## src/design/dsc_defs.svh

```systemverilog
`ifndef DSC_DEFS_SVH
`define DSC_DEFS_SVH

// ----------------------------------------
// Register offsets (7-bit register address)
// ----------------------------------------
`define DSC_OFF_DCO_CONTROL 7'h03
`define DSC_OFF_REF_ROUTING 7'h19
`define DSC_OFF_STEP_SIZE 7'h2B
`define DSC_OFF_PRESCALER 7'h2F
`define DSC_OFF_CHANNEL1_RATIO 7'h38
`define DSC_OFF_CHANNEL2_RATIO 7'h3E
`define DSC_OFF_CHANNEL3_RATIO 7'h43
`define DSC_OFF_CHANNEL4_RATIO 7'h48

// ----------------------------------------
// Slots of the internal register array
// ----------------------------------------
`define DSC_IDX_DCO 3'h0
`define DSC_IDX_ROUTE 3'h1
`define DSC_IDX_STEP 3'h2
`define DSC_IDX_PRESC 3'h3
`define DSC_IDX_CH1 3'h4
`define DSC_IDX_CH2 3'h5
`define DSC_IDX_CH3 3'h6
`define DSC_IDX_CH4 3'h7

// ----------------------------------------
// Field positions
// ----------------------------------------
`define DSC_BIT_STEP_EN 3
`define DSC_BIT_STEP_SRC 4
`define DSC_BIT_SW_UP 5
`define DSC_BIT_SW_DOWN 6
`define DSC_BIT_REF_SEL 9
`define DSC_BIT_CH0_EN 10
`define DSC_BIT_REF_CH1 11
`define DSC_PSA_LSB 3
`define DSC_PSB_LSB 5
`define DSC_DIV_LSB 0
`define DSC_MUX_LSB 14

// ----------------------------------------
// Reset values and prescaler codes
// ----------------------------------------
`define DSC_REG_RESET 16'h0000
`define DSC_NUM_RESET 24'h000000
`define DSC_PS_CODE_DIV4 2'h0
`define DSC_PS_CODE_DIV5 2'h1
`define DSC_PS_CODE_DIV6 2'h2
`define DSC_PS_RATIO4 3'h4
`define DSC_PS_RATIO5 3'h5
`define DSC_PS_RATIO6 3'h6

`endif

```

## src/design/dsc_pkg.sv

```systemverilog
package dsc_pkg;

  // ----------------------------------------
  // Channel divider source, in code order
  // ----------------------------------------
  typedef enum logic [1:0] {
    DSC_SRC_PRESCALER_A,
    DSC_SRC_PRESCALER_B,
    DSC_SRC_REFERENCE,
    DSC_SRC_RESERVED
  } dsc_src_e;

  // Step request pins from the external controller
  typedef struct packed {
    logic step_down_request;
    logic step_up_request;
  } dsc_step_s;

  // Register access port
  typedef struct packed {
    logic [6:0] addr;
    logic [15:0] wdata;
    logic wr;
    logic rd;
  } dsc_reg_req_s;

  // Whole state of the block
  typedef struct packed {
    logic [7:0][15:0] regs;
    logic [23:0] num;
    logic num_upd;
    logic [1:0] pin_s1;
    logic [1:0] pin_s2;
    logic [1:0] pin_prev;
    logic [1:0] sw_prev;
    logic ref_prev;
    logic [2:0] psa_cnt;
    logic [2:0] psb_cnt;
    logic [3:0][13:0] ch_cnt;
    logic [3:0][13:0] ch_ratio;
    logic [4:0] out_p;
    logic [4:0] out_n;
    logic [15:0] rdata;
  } dsc_state_s;

endpackage

```

## src/design/dsc_top.sv

```systemverilog
`timescale 1ns/1ps
`include "dsc_defs.svh"

// Contract
// - Hold 16-bit step, add or subtract it.
// - Each step-up rising edge adds once; code cancels it with a same-cycle step-down, and a load wins.
// - Each step-down rising edge subtracts once; code cancels it with a same-cycle step-up, and a load wins.
// - Stepping gated by enable; source bit picks trigger.
// - Register bits make request edges in software mode.
// - Two prescalers divide by 4, 5, 6 independently.
// - Prescaler B bits 6:5, A bits 4:3.
// - Four channels, each own divider, glitchless switching.
// - Channel ratio from bits 13:0.
// - Divider fed by prescaler A, B or reference.
// - Divider source from bits 15:14.
// - Divider bypass passes reference path (reference or phase-detector clock) undivided.
// - Channel zero carries reference or phase-detector clock.
// - Enable bit gates reference onto channel zero.
// - Select bit picks phase-detector or input reference.
// - Four enables route reference to channels one-four.
// - Single-ended pin polarities invert independently.
// - Numerator is 24 bits wide.
module dsc_top
  import dsc_pkg::*;
#(
  parameter int NUM_W = 24,
  parameter int CHANNELS = 4
)
(
  // Clock and reset
  input wire logic clk_i,
  input wire logic rst_i,
  // Register access
  input wire dsc_reg_req_s reg_req_i,
  output logic [15:0] reg_rdata_o,
  // Step pins from the external controller
  input wire dsc_step_s step_i,
  // Numerator base load and result
  input wire logic [NUM_W-1:0] numerator_base_i,
  input wire logic numerator_load_i,
  output logic [NUM_W-1:0] numerator_o,
  output logic numerator_update_o,
  // Reference and phase-detector clocks, sampled as levels
  input wire logic ref_clk_i,
  input wire logic pfd_clk_i,
  // Single-ended pin polarity, one bit per channel
  input wire logic [4:0] pol_p_i,
  input wire logic [4:0] pol_n_i,
  // Channel outputs, channel 0 first
  output logic [4:0] chan_p_o,
  output logic [4:0] chan_n_o
);

  // ----------------------------------------
  // Functions
  // ----------------------------------------

  // Address decode, shared by write and read: {hit, slot}
  function automatic logic [3:0] dsc_decode(input logic [6:0] addr);
    logic [3:0] res;
    res = 4'h0;
    case (addr)
      `DSC_OFF_DCO_CONTROL: res = {1'b1, `DSC_IDX_DCO};
      `DSC_OFF_REF_ROUTING: res = {1'b1, `DSC_IDX_ROUTE};
      `DSC_OFF_STEP_SIZE: res = {1'b1, `DSC_IDX_STEP};
      `DSC_OFF_PRESCALER: res = {1'b1, `DSC_IDX_PRESC};
      `DSC_OFF_CHANNEL1_RATIO: res = {1'b1, `DSC_IDX_CH1};
      `DSC_OFF_CHANNEL2_RATIO: res = {1'b1, `DSC_IDX_CH2};
      `DSC_OFF_CHANNEL3_RATIO: res = {1'b1, `DSC_IDX_CH3};
      `DSC_OFF_CHANNEL4_RATIO: res = {1'b1, `DSC_IDX_CH4};
      default: res = 4'h0;
    endcase
    return res;
  endfunction

  // Prescaler code to ratio; reserved code gives zero (stopped)
  function automatic logic [2:0] dsc_ps_ratio(input logic [1:0] code);
    logic [2:0] r;
    r = 3'h0;
    case (code)
      `DSC_PS_CODE_DIV4: r = `DSC_PS_RATIO4;
      `DSC_PS_CODE_DIV5: r = `DSC_PS_RATIO5;
      `DSC_PS_CODE_DIV6: r = `DSC_PS_RATIO6;
      default: r = 3'h0;
    endcase
    return r;
  endfunction

  // ----------------------------------------
  // State
  // ----------------------------------------
  dsc_state_s state_reg; // Every flop of the block
  dsc_state_s state_next; // Next value of it

  logic [3:0] wr_dec; // Write decode
  logic [3:0] rd_dec; // Read decode
  logic [15:0] dco_ctl; // Oscillator stepping control
  logic [15:0] route; // Reference routing
  logic [15:0] presc; // Prescaler ratios
  logic [1:0] pin_rise; // Synchronised pin edges {down, up}
  logic [1:0] sw_rise; // Register bit edges {down, up}
  logic [1:0] fire; // Accepted step requests {down, up}
  logic [NUM_W-1:0] step_ext; // Step value widened to numerator
  logic [2:0] psa_ratio; // Prescaler A ratio
  logic [2:0] psb_ratio; // Prescaler B ratio
  logic tick_a; // Prescaler A output pulse
  logic tick_b; // Prescaler B output pulse
  logic ref_tick; // Reference rising edge
  logic ref_path; // Reference or phase-detector level
  logic [3:0] ch_wrap; // Channel divider period end
  logic [3:0] ch_lvl; // Channel divided level

  // ----------------------------------------
  // Next-state logic
  // ----------------------------------------
  always_comb
  begin
    state_next = state_reg;
    state_next.num_upd = 1'b0;
    ch_wrap = 4'h0;
    ch_lvl = 4'h0;

    // Register writes; unmapped addresses are ignored
    wr_dec = dsc_decode(reg_req_i.addr);
    rd_dec = dsc_decode(reg_req_i.addr);
    if (reg_req_i.wr && wr_dec[3])
    begin
      state_next.regs[wr_dec[2:0]] = reg_req_i.wdata;
    end
    // Read data held until the next read; unmapped reads zero
    if (reg_req_i.rd)
    begin
      state_next.rdata = rd_dec[3] ? state_reg.regs[rd_dec[2:0]] : `DSC_REG_RESET;
    end

    dco_ctl = state_reg.regs[`DSC_IDX_DCO];
    route = state_reg.regs[`DSC_IDX_ROUTE];
    presc = state_reg.regs[`DSC_IDX_PRESC];

    // Two-flop synchroniser, edge taken past the second flop
    state_next.pin_s1 = {step_i.step_down_request, step_i.step_up_request};
    state_next.pin_s2 = state_reg.pin_s1;
    state_next.pin_prev = state_reg.pin_s2;
    pin_rise = state_reg.pin_s2 & ~state_reg.pin_prev;

    // Software request bits make their own edges
    state_next.sw_prev = {dco_ctl[`DSC_BIT_SW_DOWN], dco_ctl[`DSC_BIT_SW_UP]};
    sw_rise = state_next.sw_prev & ~state_reg.sw_prev;

    // Enable gates stepping, source bit picks pins or register bits
    if (!dco_ctl[`DSC_BIT_STEP_EN])
    begin
      fire = 2'b00;
    end
    else if (dco_ctl[`DSC_BIT_STEP_SRC])
    begin
      fire = sw_rise;
    end
    else
    begin
      fire = pin_rise;
    end

    // Numerator update; both requests together cancel, load wins
    step_ext = {{(NUM_W-16){1'b0}}, state_reg.regs[`DSC_IDX_STEP]};
    if (numerator_load_i)
    begin
      state_next.num = numerator_base_i;
      state_next.num_upd = 1'b1;
    end
    else if (fire == 2'b01)
    begin
      state_next.num = NUM_W'(state_reg.num + step_ext);
      state_next.num_upd = 1'b1;
    end
    else if (fire == 2'b10)
    begin
      state_next.num = NUM_W'(state_reg.num - step_ext);
      state_next.num_upd = 1'b1;
    end

    // Prescalers: count clock cycles, pulse once per ratio
    psb_ratio = dsc_ps_ratio(presc[`DSC_PSB_LSB +: 2]);
    psa_ratio = dsc_ps_ratio(presc[`DSC_PSA_LSB +: 2]);
    tick_a = (psa_ratio != 3'h0) && (state_reg.psa_cnt >= 3'(psa_ratio - 3'h1));
    tick_b = (psb_ratio != 3'h0) && (state_reg.psb_cnt >= 3'(psb_ratio - 3'h1));
    state_next.psa_cnt = tick_a ? 3'h0 : 3'(state_reg.psa_cnt + 3'h1);
    state_next.psb_cnt = tick_b ? 3'h0 : 3'(state_reg.psb_cnt + 3'h1);
    if (psa_ratio == 3'h0)
    begin
      state_next.psa_cnt = 3'h0;
    end
    if (psb_ratio == 3'h0)
    begin
      state_next.psb_cnt = 3'h0;
    end

    // Reference clock rising edge, and the reference path
    state_next.ref_prev = ref_clk_i;
    ref_tick = ref_clk_i & ~state_reg.ref_prev;
    ref_path = route[`DSC_BIT_REF_SEL] ? ref_clk_i : pfd_clk_i;

    // Channel zero: gated reference path only
    state_next.out_p[0] = (route[`DSC_BIT_CH0_EN] & ref_path) ^ pol_p_i[0];
    state_next.out_n[0] = ~(route[`DSC_BIT_CH0_EN] & ref_path) ^ pol_n_i[0];

    // Channels one to four
    for (int k = 0; k < CHANNELS; k++)
    begin : ch_loop
      logic [15:0] cfg;
      logic src_tick;
      logic [13:0] act;
      logic [13:0] half;
      logic clk_lvl;
      // Locals cleared first, so no path can leave one latched
      src_tick = 1'b0;
      clk_lvl = 1'b0;
      cfg = state_reg.regs[`DSC_IDX_CH1 + 3'(k)];
      act = (state_reg.ch_ratio[k] == 14'h0000) ? 14'h0001 : state_reg.ch_ratio[k];
      half = 14'((15'(act) + 15'h0001) >> 1);
      case (dsc_src_e'(cfg[`DSC_MUX_LSB +: 2]))
        DSC_SRC_PRESCALER_A: src_tick = tick_a;
        DSC_SRC_PRESCALER_B: src_tick = tick_b;
        DSC_SRC_REFERENCE: src_tick = ref_tick;
        default: src_tick = 1'b0;
      endcase
      // Ratio changes only at a period end, so no pulse is cut
      ch_wrap[k] = src_tick && (state_reg.ch_cnt[k] >= 14'(act - 14'h0001));
      if (ch_wrap[k])
      begin
        state_next.ch_cnt[k] = 14'h0000;
        state_next.ch_ratio[k] = cfg[`DSC_DIV_LSB +: 14];
      end
      else if (src_tick)
      begin
        state_next.ch_cnt[k] = 14'(state_reg.ch_cnt[k] + 14'h0001);
      end
      ch_lvl[k] = state_reg.ch_cnt[k] < half;
      // Bypass routes the reference path undivided
      clk_lvl = route[`DSC_BIT_REF_CH1 + k] ? ref_path : ch_lvl[k];
      state_next.out_p[k+1] = clk_lvl ^ pol_p_i[k+1];
      state_next.out_n[k+1] = ~clk_lvl ^ pol_n_i[k+1];
    end
  end

  // ----------------------------------------
  // State register
  // ----------------------------------------
  always_ff @(posedge clk_i)
  begin
    if (rst_i)
    begin
      state_reg <= '0;
    end
    else
    begin
      state_reg <= state_next;
    end
  end

  // ----------------------------------------
  // Outputs, all straight from flops
  // ----------------------------------------
  assign reg_rdata_o = state_reg.rdata;
  assign numerator_o = state_reg.num;
  assign numerator_update_o = state_reg.num_upd;
  assign chan_p_o = state_reg.out_p;
  assign chan_n_o = state_reg.out_n;
endmodule

```

## config.mk

```make
export PLATFORM = sky130hd
export DESIGN_NAME = dsc_top
export DESIGN_NICKNAME = d
export VERILOG_FILES = /design/src/design/dsc_pkg.sv /design/src/design/dsc_top.sv
export VERILOG_INCLUDE_DIRS = /design/src /design/src/design
export SDC_FILE = /design/constraint.sdc
export NUM_CORES = 1
export LEC_CHECK = 0
export ABC_CLOCK_PERIOD_IN_PS = 7200
export BUFFER_PORTS_ARGS = -buffer_cell sky130_fd_sc_hd__buf_2
export CAP_MARGIN = 20
export CORE_MARGIN = 2
export CORE_UTILIZATION = 45
export DETAILED_ROUTE_END_ITERATION = 6
export PLACE_DENSITY = 0.69
export REMOVE_ABC_BUFFERS = 1
export SYNTH_ARGS = -nofsm -noshare
export SYNTH_HDL_FRONTEND = slang
export SYNTH_SLANG_ARGS = --single-unit
```

## constraint.sdc

```tcl
create_clock -name clk_i -period 7.2 [get_ports clk_i]
set_input_delay 0.72 -clock clk_i [delete_from_list [all_inputs] [get_ports clk_i]]
set_output_delay 0.72 -clock clk_i [all_outputs]
set_load 0.01 [all_outputs]
```

# [Word level (Yosys, flattened, before mapping)]
# Cells that the tools add are included.
[op_classes] n_mux=27 magnitude_cmp=12 n_reduce_logical=29 add_sub_neg=18 n_eq_ne=22 bitwise_logic=22
[ops] operator="$bwmux W128" n=1
[ops] operator="$mux W25" n=3
[ops] operator="$add A14 B1 Y15 const B" n=4
[ops] operator="$add A14 B1 Y14 const B" n=4
[ops] operator="$ge A14 B14 Y1" n=4
[ops] operator="$logic_not A14 Y1" n=4
[ops] operator="$lt A14 B14 Y1" n=4
[ops] operator="$mux W14" n=4
[ops] operator="$sub A14 B1 Y14 const B" n=4
[ops] operator="$bmux W16 S3" n=1
[ops] operator="$demux W16 S3" n=1
[ops] operator="$mux W16" n=3
[ops] operator="$pmux W4 S8" n=1
[ops] operator="$eq A7 B6 Y1 const B" n=4
[ops] operator="$add A24 B16 Y24" n=1
[ops] operator="$sub A24 B16 Y24" n=1
[ops] operator="$pmux W3 S3" n=2
[ops] operator="$eq A2 B1 Y1 const B" n=7
[ops] operator="$eq A2 B2 Y1 const B" n=7
[ops] operator="$eq A7 B7 Y1 const B" n=2
[ops] operator="$logic_not A2 Y1" n=6
[ops] operator="$pmux W1 S3" n=4
[ops] operator="$xor A1 B1 Y1" n=10
[ops] operator="$reduce_bool A3 Y1" n=3
[ops] operator="17 further kinds" n=45
[totals] in_bits=66 regBits=306 out_inout_bits=51

# [Longest topological paths before layout]
[depth] word_depth=8 mapped_depth=19 depth_no_buf=16

# [Worst setup path before layout]
# Ideal clock, no wire load.
[synth_timing] path_kind="register to register" startpoint="reg state_reg[43] (netlist name)" endpoint="reg state_reg[106] (netlist name)" arrival_time_ns=3.876 stages_incl_launch_ff=19 period_less_slack_ns=3.961 setup_ns=0.086 setup_slack_ns=3.239 required_time_ns=7.114 path_cell_list="dfxtp_1 clkbuf_1 or4_1 nor4_1 a21oi_1 ha_1 nand2b_1 or3_1 xor2_1 ha_1 and3_1 and4_1 o31ai_1 o2111ai_1 a31oi_1 clkbuf_1 nor2_1 clkbuf_1 a211oi_1"
[synth_via] elab_chain_cells=6
[synth_rtl] element="start, declared" line_no="dsc_top.sv:92" rtl="dsc_state_s state_reg;"
[synth_rtl] element="start signal, assigned" line_no="dsc_top.sv:257" rtl="state_reg <= state_next;"
[synth_rtl] element="$logic_not A14 Y1" line_no="dsc_top.sv:219" rtl="act = (state_reg.ch_ratio[k] == 14'h0000) ? 14'h0001 : state_reg.ch_ratio[k];"
[synth_rtl] element="$mux W14 (*)" line_no="dsc_top.sv:219"
[synth_rtl] element="$sub A14 B1 Y14 (*)" line_no="dsc_top.sv:228" rtl="ch_wrap[k] = src_tick && (state_reg.ch_cnt[k] >= 14'(act - 14'h0001));"
[synth_rtl] element="$ge A14 B14 Y1 (*)" line_no="dsc_top.sv:228"
[synth_rtl] element="$logic_and A1 B1 Y1 (*)" line_no="dsc_top.sv:228"
[synth_rtl] element="$reduce_or A2 Y1 (no source line) (*)"
# Mark *: on every way between the ends. The rest lies on a longest branch, timed or not.
# A chain may end at the register's enable or synchronous reset.

# [Worst setup path in the final report]
[layout_timing] startpoint="reg state_reg[58] (netlist name)" endpoint="reg state_reg[113] (netlist name)"
# Same word-level chain as after synthesis.

==> implementation parameters <==
Parameter                              Value

Run status
  Status ... finished, final reports clean

Logic synthesis
  Most frequent cell after synthesis ... sky130_fd_sc_hd__dfxtp_1
  Fraction of the yosys area taken by sequential cells ... 30.6%
  Top cells by area, synth ... sky130_fd_sc_hd__dfxtp_1 31%, sky130_fd_sc_hd__ha_1 10%, sky130_fd_sc_hd__mux2i_1 5.8%, sky130_fd_sc_hd__nand2_1 4.9%, sky130_fd_sc_hd__a21oi_1 4.3%
  Top cell type's share of synthesized area ... a little under a third
  Share of synthesized flip-flops with an asynchronous set or reset ... 0%
  Mean instance size in the synthesized netlist ... 8.16 µm²
  Yosys cell types ... 83
  Synth top cells by count ... 306 x sky130_fd_sc_hd__dfxtp_1, 261 x sky130_fd_sc_hd__nand2_1, 200 x sky130_fd_sc_hd__nor2_1
  Number of synthesized register bits ... between 300 and 400
  EDFF count, synth ... 0
  Synthesized instance count ... around 2.5k
  Prevailing post-synth register cell ... sky130_fd_sc_hd__dfxtp_1
  Post-synth design cell area ... ~0.02 mm²
  Ys Warns ... 0
  Library cell with the largest summed area after synthesis ... sky130_fd_sc_hd__dfxtp_1

Floorplanning
  Initial core utilization ... between 40% and 50%
  Row count ... 77
  Core ar. ... between 0.04 and 0.05 mm²
  Number of ports placed on the die boundary ... 117
  Die X-Extent ... 215 µm
  Die Height ... between 200 and 250 µm
  Area enclosed by the die boundary ... approximately 0.046 mm²

Final layout
  Nets ... between 2k and 3k
  Max FFs per register ... 203
  Design Area, Final ... between 0.02 and 0.025 mm²
  Growth of design area from synthesis to finish ... 8.80%
  # fillers ... about 4.3k
  Layout cells sized above 1 ... about a tenth

Clock network
  Clock transition time at the flip-flop clock pins of the worst setup and hold paths ... about 60 ps
  Postcts setup bufs ... 0
  Total number of H-tree levels ... 2
  Number of buffers between clock root and the deepest sink ... 3
  Later-pin clock latency in the skew report ... roughly 560 ps
  Number of buffers inserted by hold repair at cts ... 0
  CTS root buffer ... sky130_fd_sc_hd__clkbuf_16
  CTS sink cnt ... about 310
  # resized after CTS ... 0
  Clock buffer count from CTS ... 37
  CTS tree ... built

Critical path
  Source of the critical timing path ... state_reg[58]
  Highest net fanout along the worst path ... 15
  Startpoint of the worst register-to-register path ... state_reg[58]
  Data required, critical path ... roughly 7600 ps
  Worst setup path category ... reg -> reg
  Arrival time at the worst endpoint ... approximately 5000 ps
  Endpoint type of the worst setup path ... flip-flop
  Kind of start point of the critical path ... flip-flop
  Slack of the worst reg-to-reg path ... 2620 ps

Route
  Detailed-routed wire length on met2 ... 25.1 mm
  Antenna-violating nets left ... 0
  Via-to-Cell Ratio ... a little under 6
  Met1 wire length ... 25.2 mm
  Routed vias ... approximately 18k
  WL/cell ... roughly 18 µm
  First-iteration detailed-routing DRC count ... ~1.8k
  Routed Wire Length ... approximately 56 mm
  Met3 wirelength from detailed routing ... about 3.6 mm
  First-pass DRT Iterations ... 5
  Highest routed metal layer ... met4
  # DRC ... 0

Global routing
  Remaining global-route overflow ... 0
  Initial antenna violation count ... 4
  Wire length of the first global-routing pass ... between 80 and 90 mm
  Largest net degree at the start of global routing ... between 200 and 250
  Number of global-route vias before repair ... approximately 17k
  Total global-route track usage ... a little under a quarter

Timing
  Final setup fails ... 0
  Aggregate negative setup slack ... 0 ps
  RSZ-0062 raised after global routing ... no
  Maximum clock frequency ... around 220 MHz
  Final Slew Violations ... 0
  Count of final hold-check violations ... 0
  Max-slew headroom at the worst pin ... between 30% and 40%
  Period utilisation layout ... between 60 and 70%
  Final critical delay including setup and external delays ... about 4600 ps
  Post-route clock skew ... around 19 ps
  Slew at the pin closest to its max-slew limit ... 1030 ps

Place
  GPL Wtd Cong ... roughly 0.92
  HPWL Detailed ... ~40 mm
  Placed Instance Area ... a little over 0.02 mm²
  Port-buffer cells ... roughly 120

Min path
  Min-delay src ... step_i[0]
  Worst hold path class ... in -> reg

Pwr
  Leakage power figure ... 9.02 nW
  Maximum vdd drop ... approximately 150 µV
  Power per standard cell area ... between 200 and 250 mW/mm²

Job
  Number of max-capacitance violations reported ... 0
final cells by class:
| class | instances | area [µm²] | share of cell area (%) |
|---|---|---|---|
| antenna | 4 | 10.0 | 0.0459 |
| clock buffer | 45 | 997 | 4.57 |
| clock inverter | 17 | 277 | 1.27 |
| inverter | 68 | 255 | 1.17 |
| multi-input combinational | 1859 | 12600 | 58.0 |
| sequential | 306 | 6130 | 28.1 |
| tap | 592 | 741 | 3.40 |
| timing repair buffer | 137 | 761 | 3.49 |
logic make-up (layout without fill, tap and decap cells):
| group | after synthesis | count (layout) | share of synthesized area (%) |
|---|---|---|---|
| other cells | 0 | 4 | 0 |
| xor+xnor | 144 | 144 | 6.29 |
| simple gates | 924 | 924 | 23.0 |
| mux | 126 | 126 | 6.35 |
| buf+inv | 291 | 267 | 6.66 |
| flops | 306 | 306 | 30.6 |
| fa+ha+maj | 166 | 166 | 10.4 |
| compound gates | 499 | 499 | 16.7 |
critical path: stages (launching register included):
cell and delay (ps):
sky130_fd_sc_hd__dfxtp_1 390, sky130_fd_sc_hd__or4_1 620, sky130_fd_sc_hd__nor4_1 560, sky130_fd_sc_hd__nor2_1 130
sky130_fd_sc_hd__ha_1 260, sky130_fd_sc_hd__nand2_1 150, sky130_fd_sc_hd__nor2_1 90, sky130_fd_sc_hd__nand2_1 80
sky130_fd_sc_hd__xor2_1 70, sky130_fd_sc_hd__ha_1 300, sky130_fd_sc_hd__a211oi_1 110, sky130_fd_sc_hd__nor3b_1 180
sky130_fd_sc_hd__a311oi_2 870, sky130_fd_sc_hd__a21o_1 510, sky130_fd_sc_hd__nor2_1 110
final timing paths:
path                           to  cells past startpoint
setup / recovery   state_reg[113]                     14
hold / removal    state_next[149]                      2
setup reg to reg   state_reg[113]                     14
hold reg to reg   state_next[147]                      1
through the flow:
stage,setup WS (ps),power [mW],utilization (%),instances,hold WS [ps]
floorplan,2110,2.43,-,2233,414
global placement,2780,2.73,46.5,2962,415
detailed placement,2650,2.75,46.5,2962,427
CTS,2630,4.74,49.4,3024,341
global route,2160,4.91,49.4,3028,360
finish,2620,4.71,49.4,3028,365
power by group:
part | internal [mW] | switching, mW
logic | 0.338 | 0.586
registers | 1.75 | 0.0594
clock network | 1.21 | 0.773
total | 3.30 | 1.42
metal layers:
metal,vias up,track usage (%)
met5,-,0
met4,0,9.45
met3,117,2.97
met2,624,37.3
met1,8517,32.9
li1,8633,-
cell usage in the layout (no fill, tap or decap), drive strengths merged, types with 9 or more instances in the layout:
cell type | Yosys | layout
a221oi | 11 | 11
or4 | 14 | 14
o21ai | 76 | 76
a21oi | 173 | 173
o2111ai | 10 | 10
o221ai | 38 | 38
nor2 | 200 | 200
clkbuf | 132 | 45
a21o | 42 | 42
and4 | 10 | 10
nand3 | 97 | 97
nor2b | 31 | 31
and2 | 9 | 9
nand2 | 261 | 261
o211ai | 14 | 14
mux2i | 116 | 116
and3 | 40 | 40
inv | 68 | 69
buf | 91 | 137
or3b | 14 | 14
a32o | 17 | 17
nand4 | 34 | 34
a31oi | 14 | 14
xnor2 | 75 | 75
or3 | 16 | 16
nand2b | 80 | 80
a211oi | 27 | 27
dfxtp | 306 | 306
ha | 164 | 164
xor2 | 69 | 69
nor4 | 29 | 29
mux2 | 10 | 10
o31ai | 14 | 14
nor3 | 66 | 66
Power figures use the tool's default switching activity.
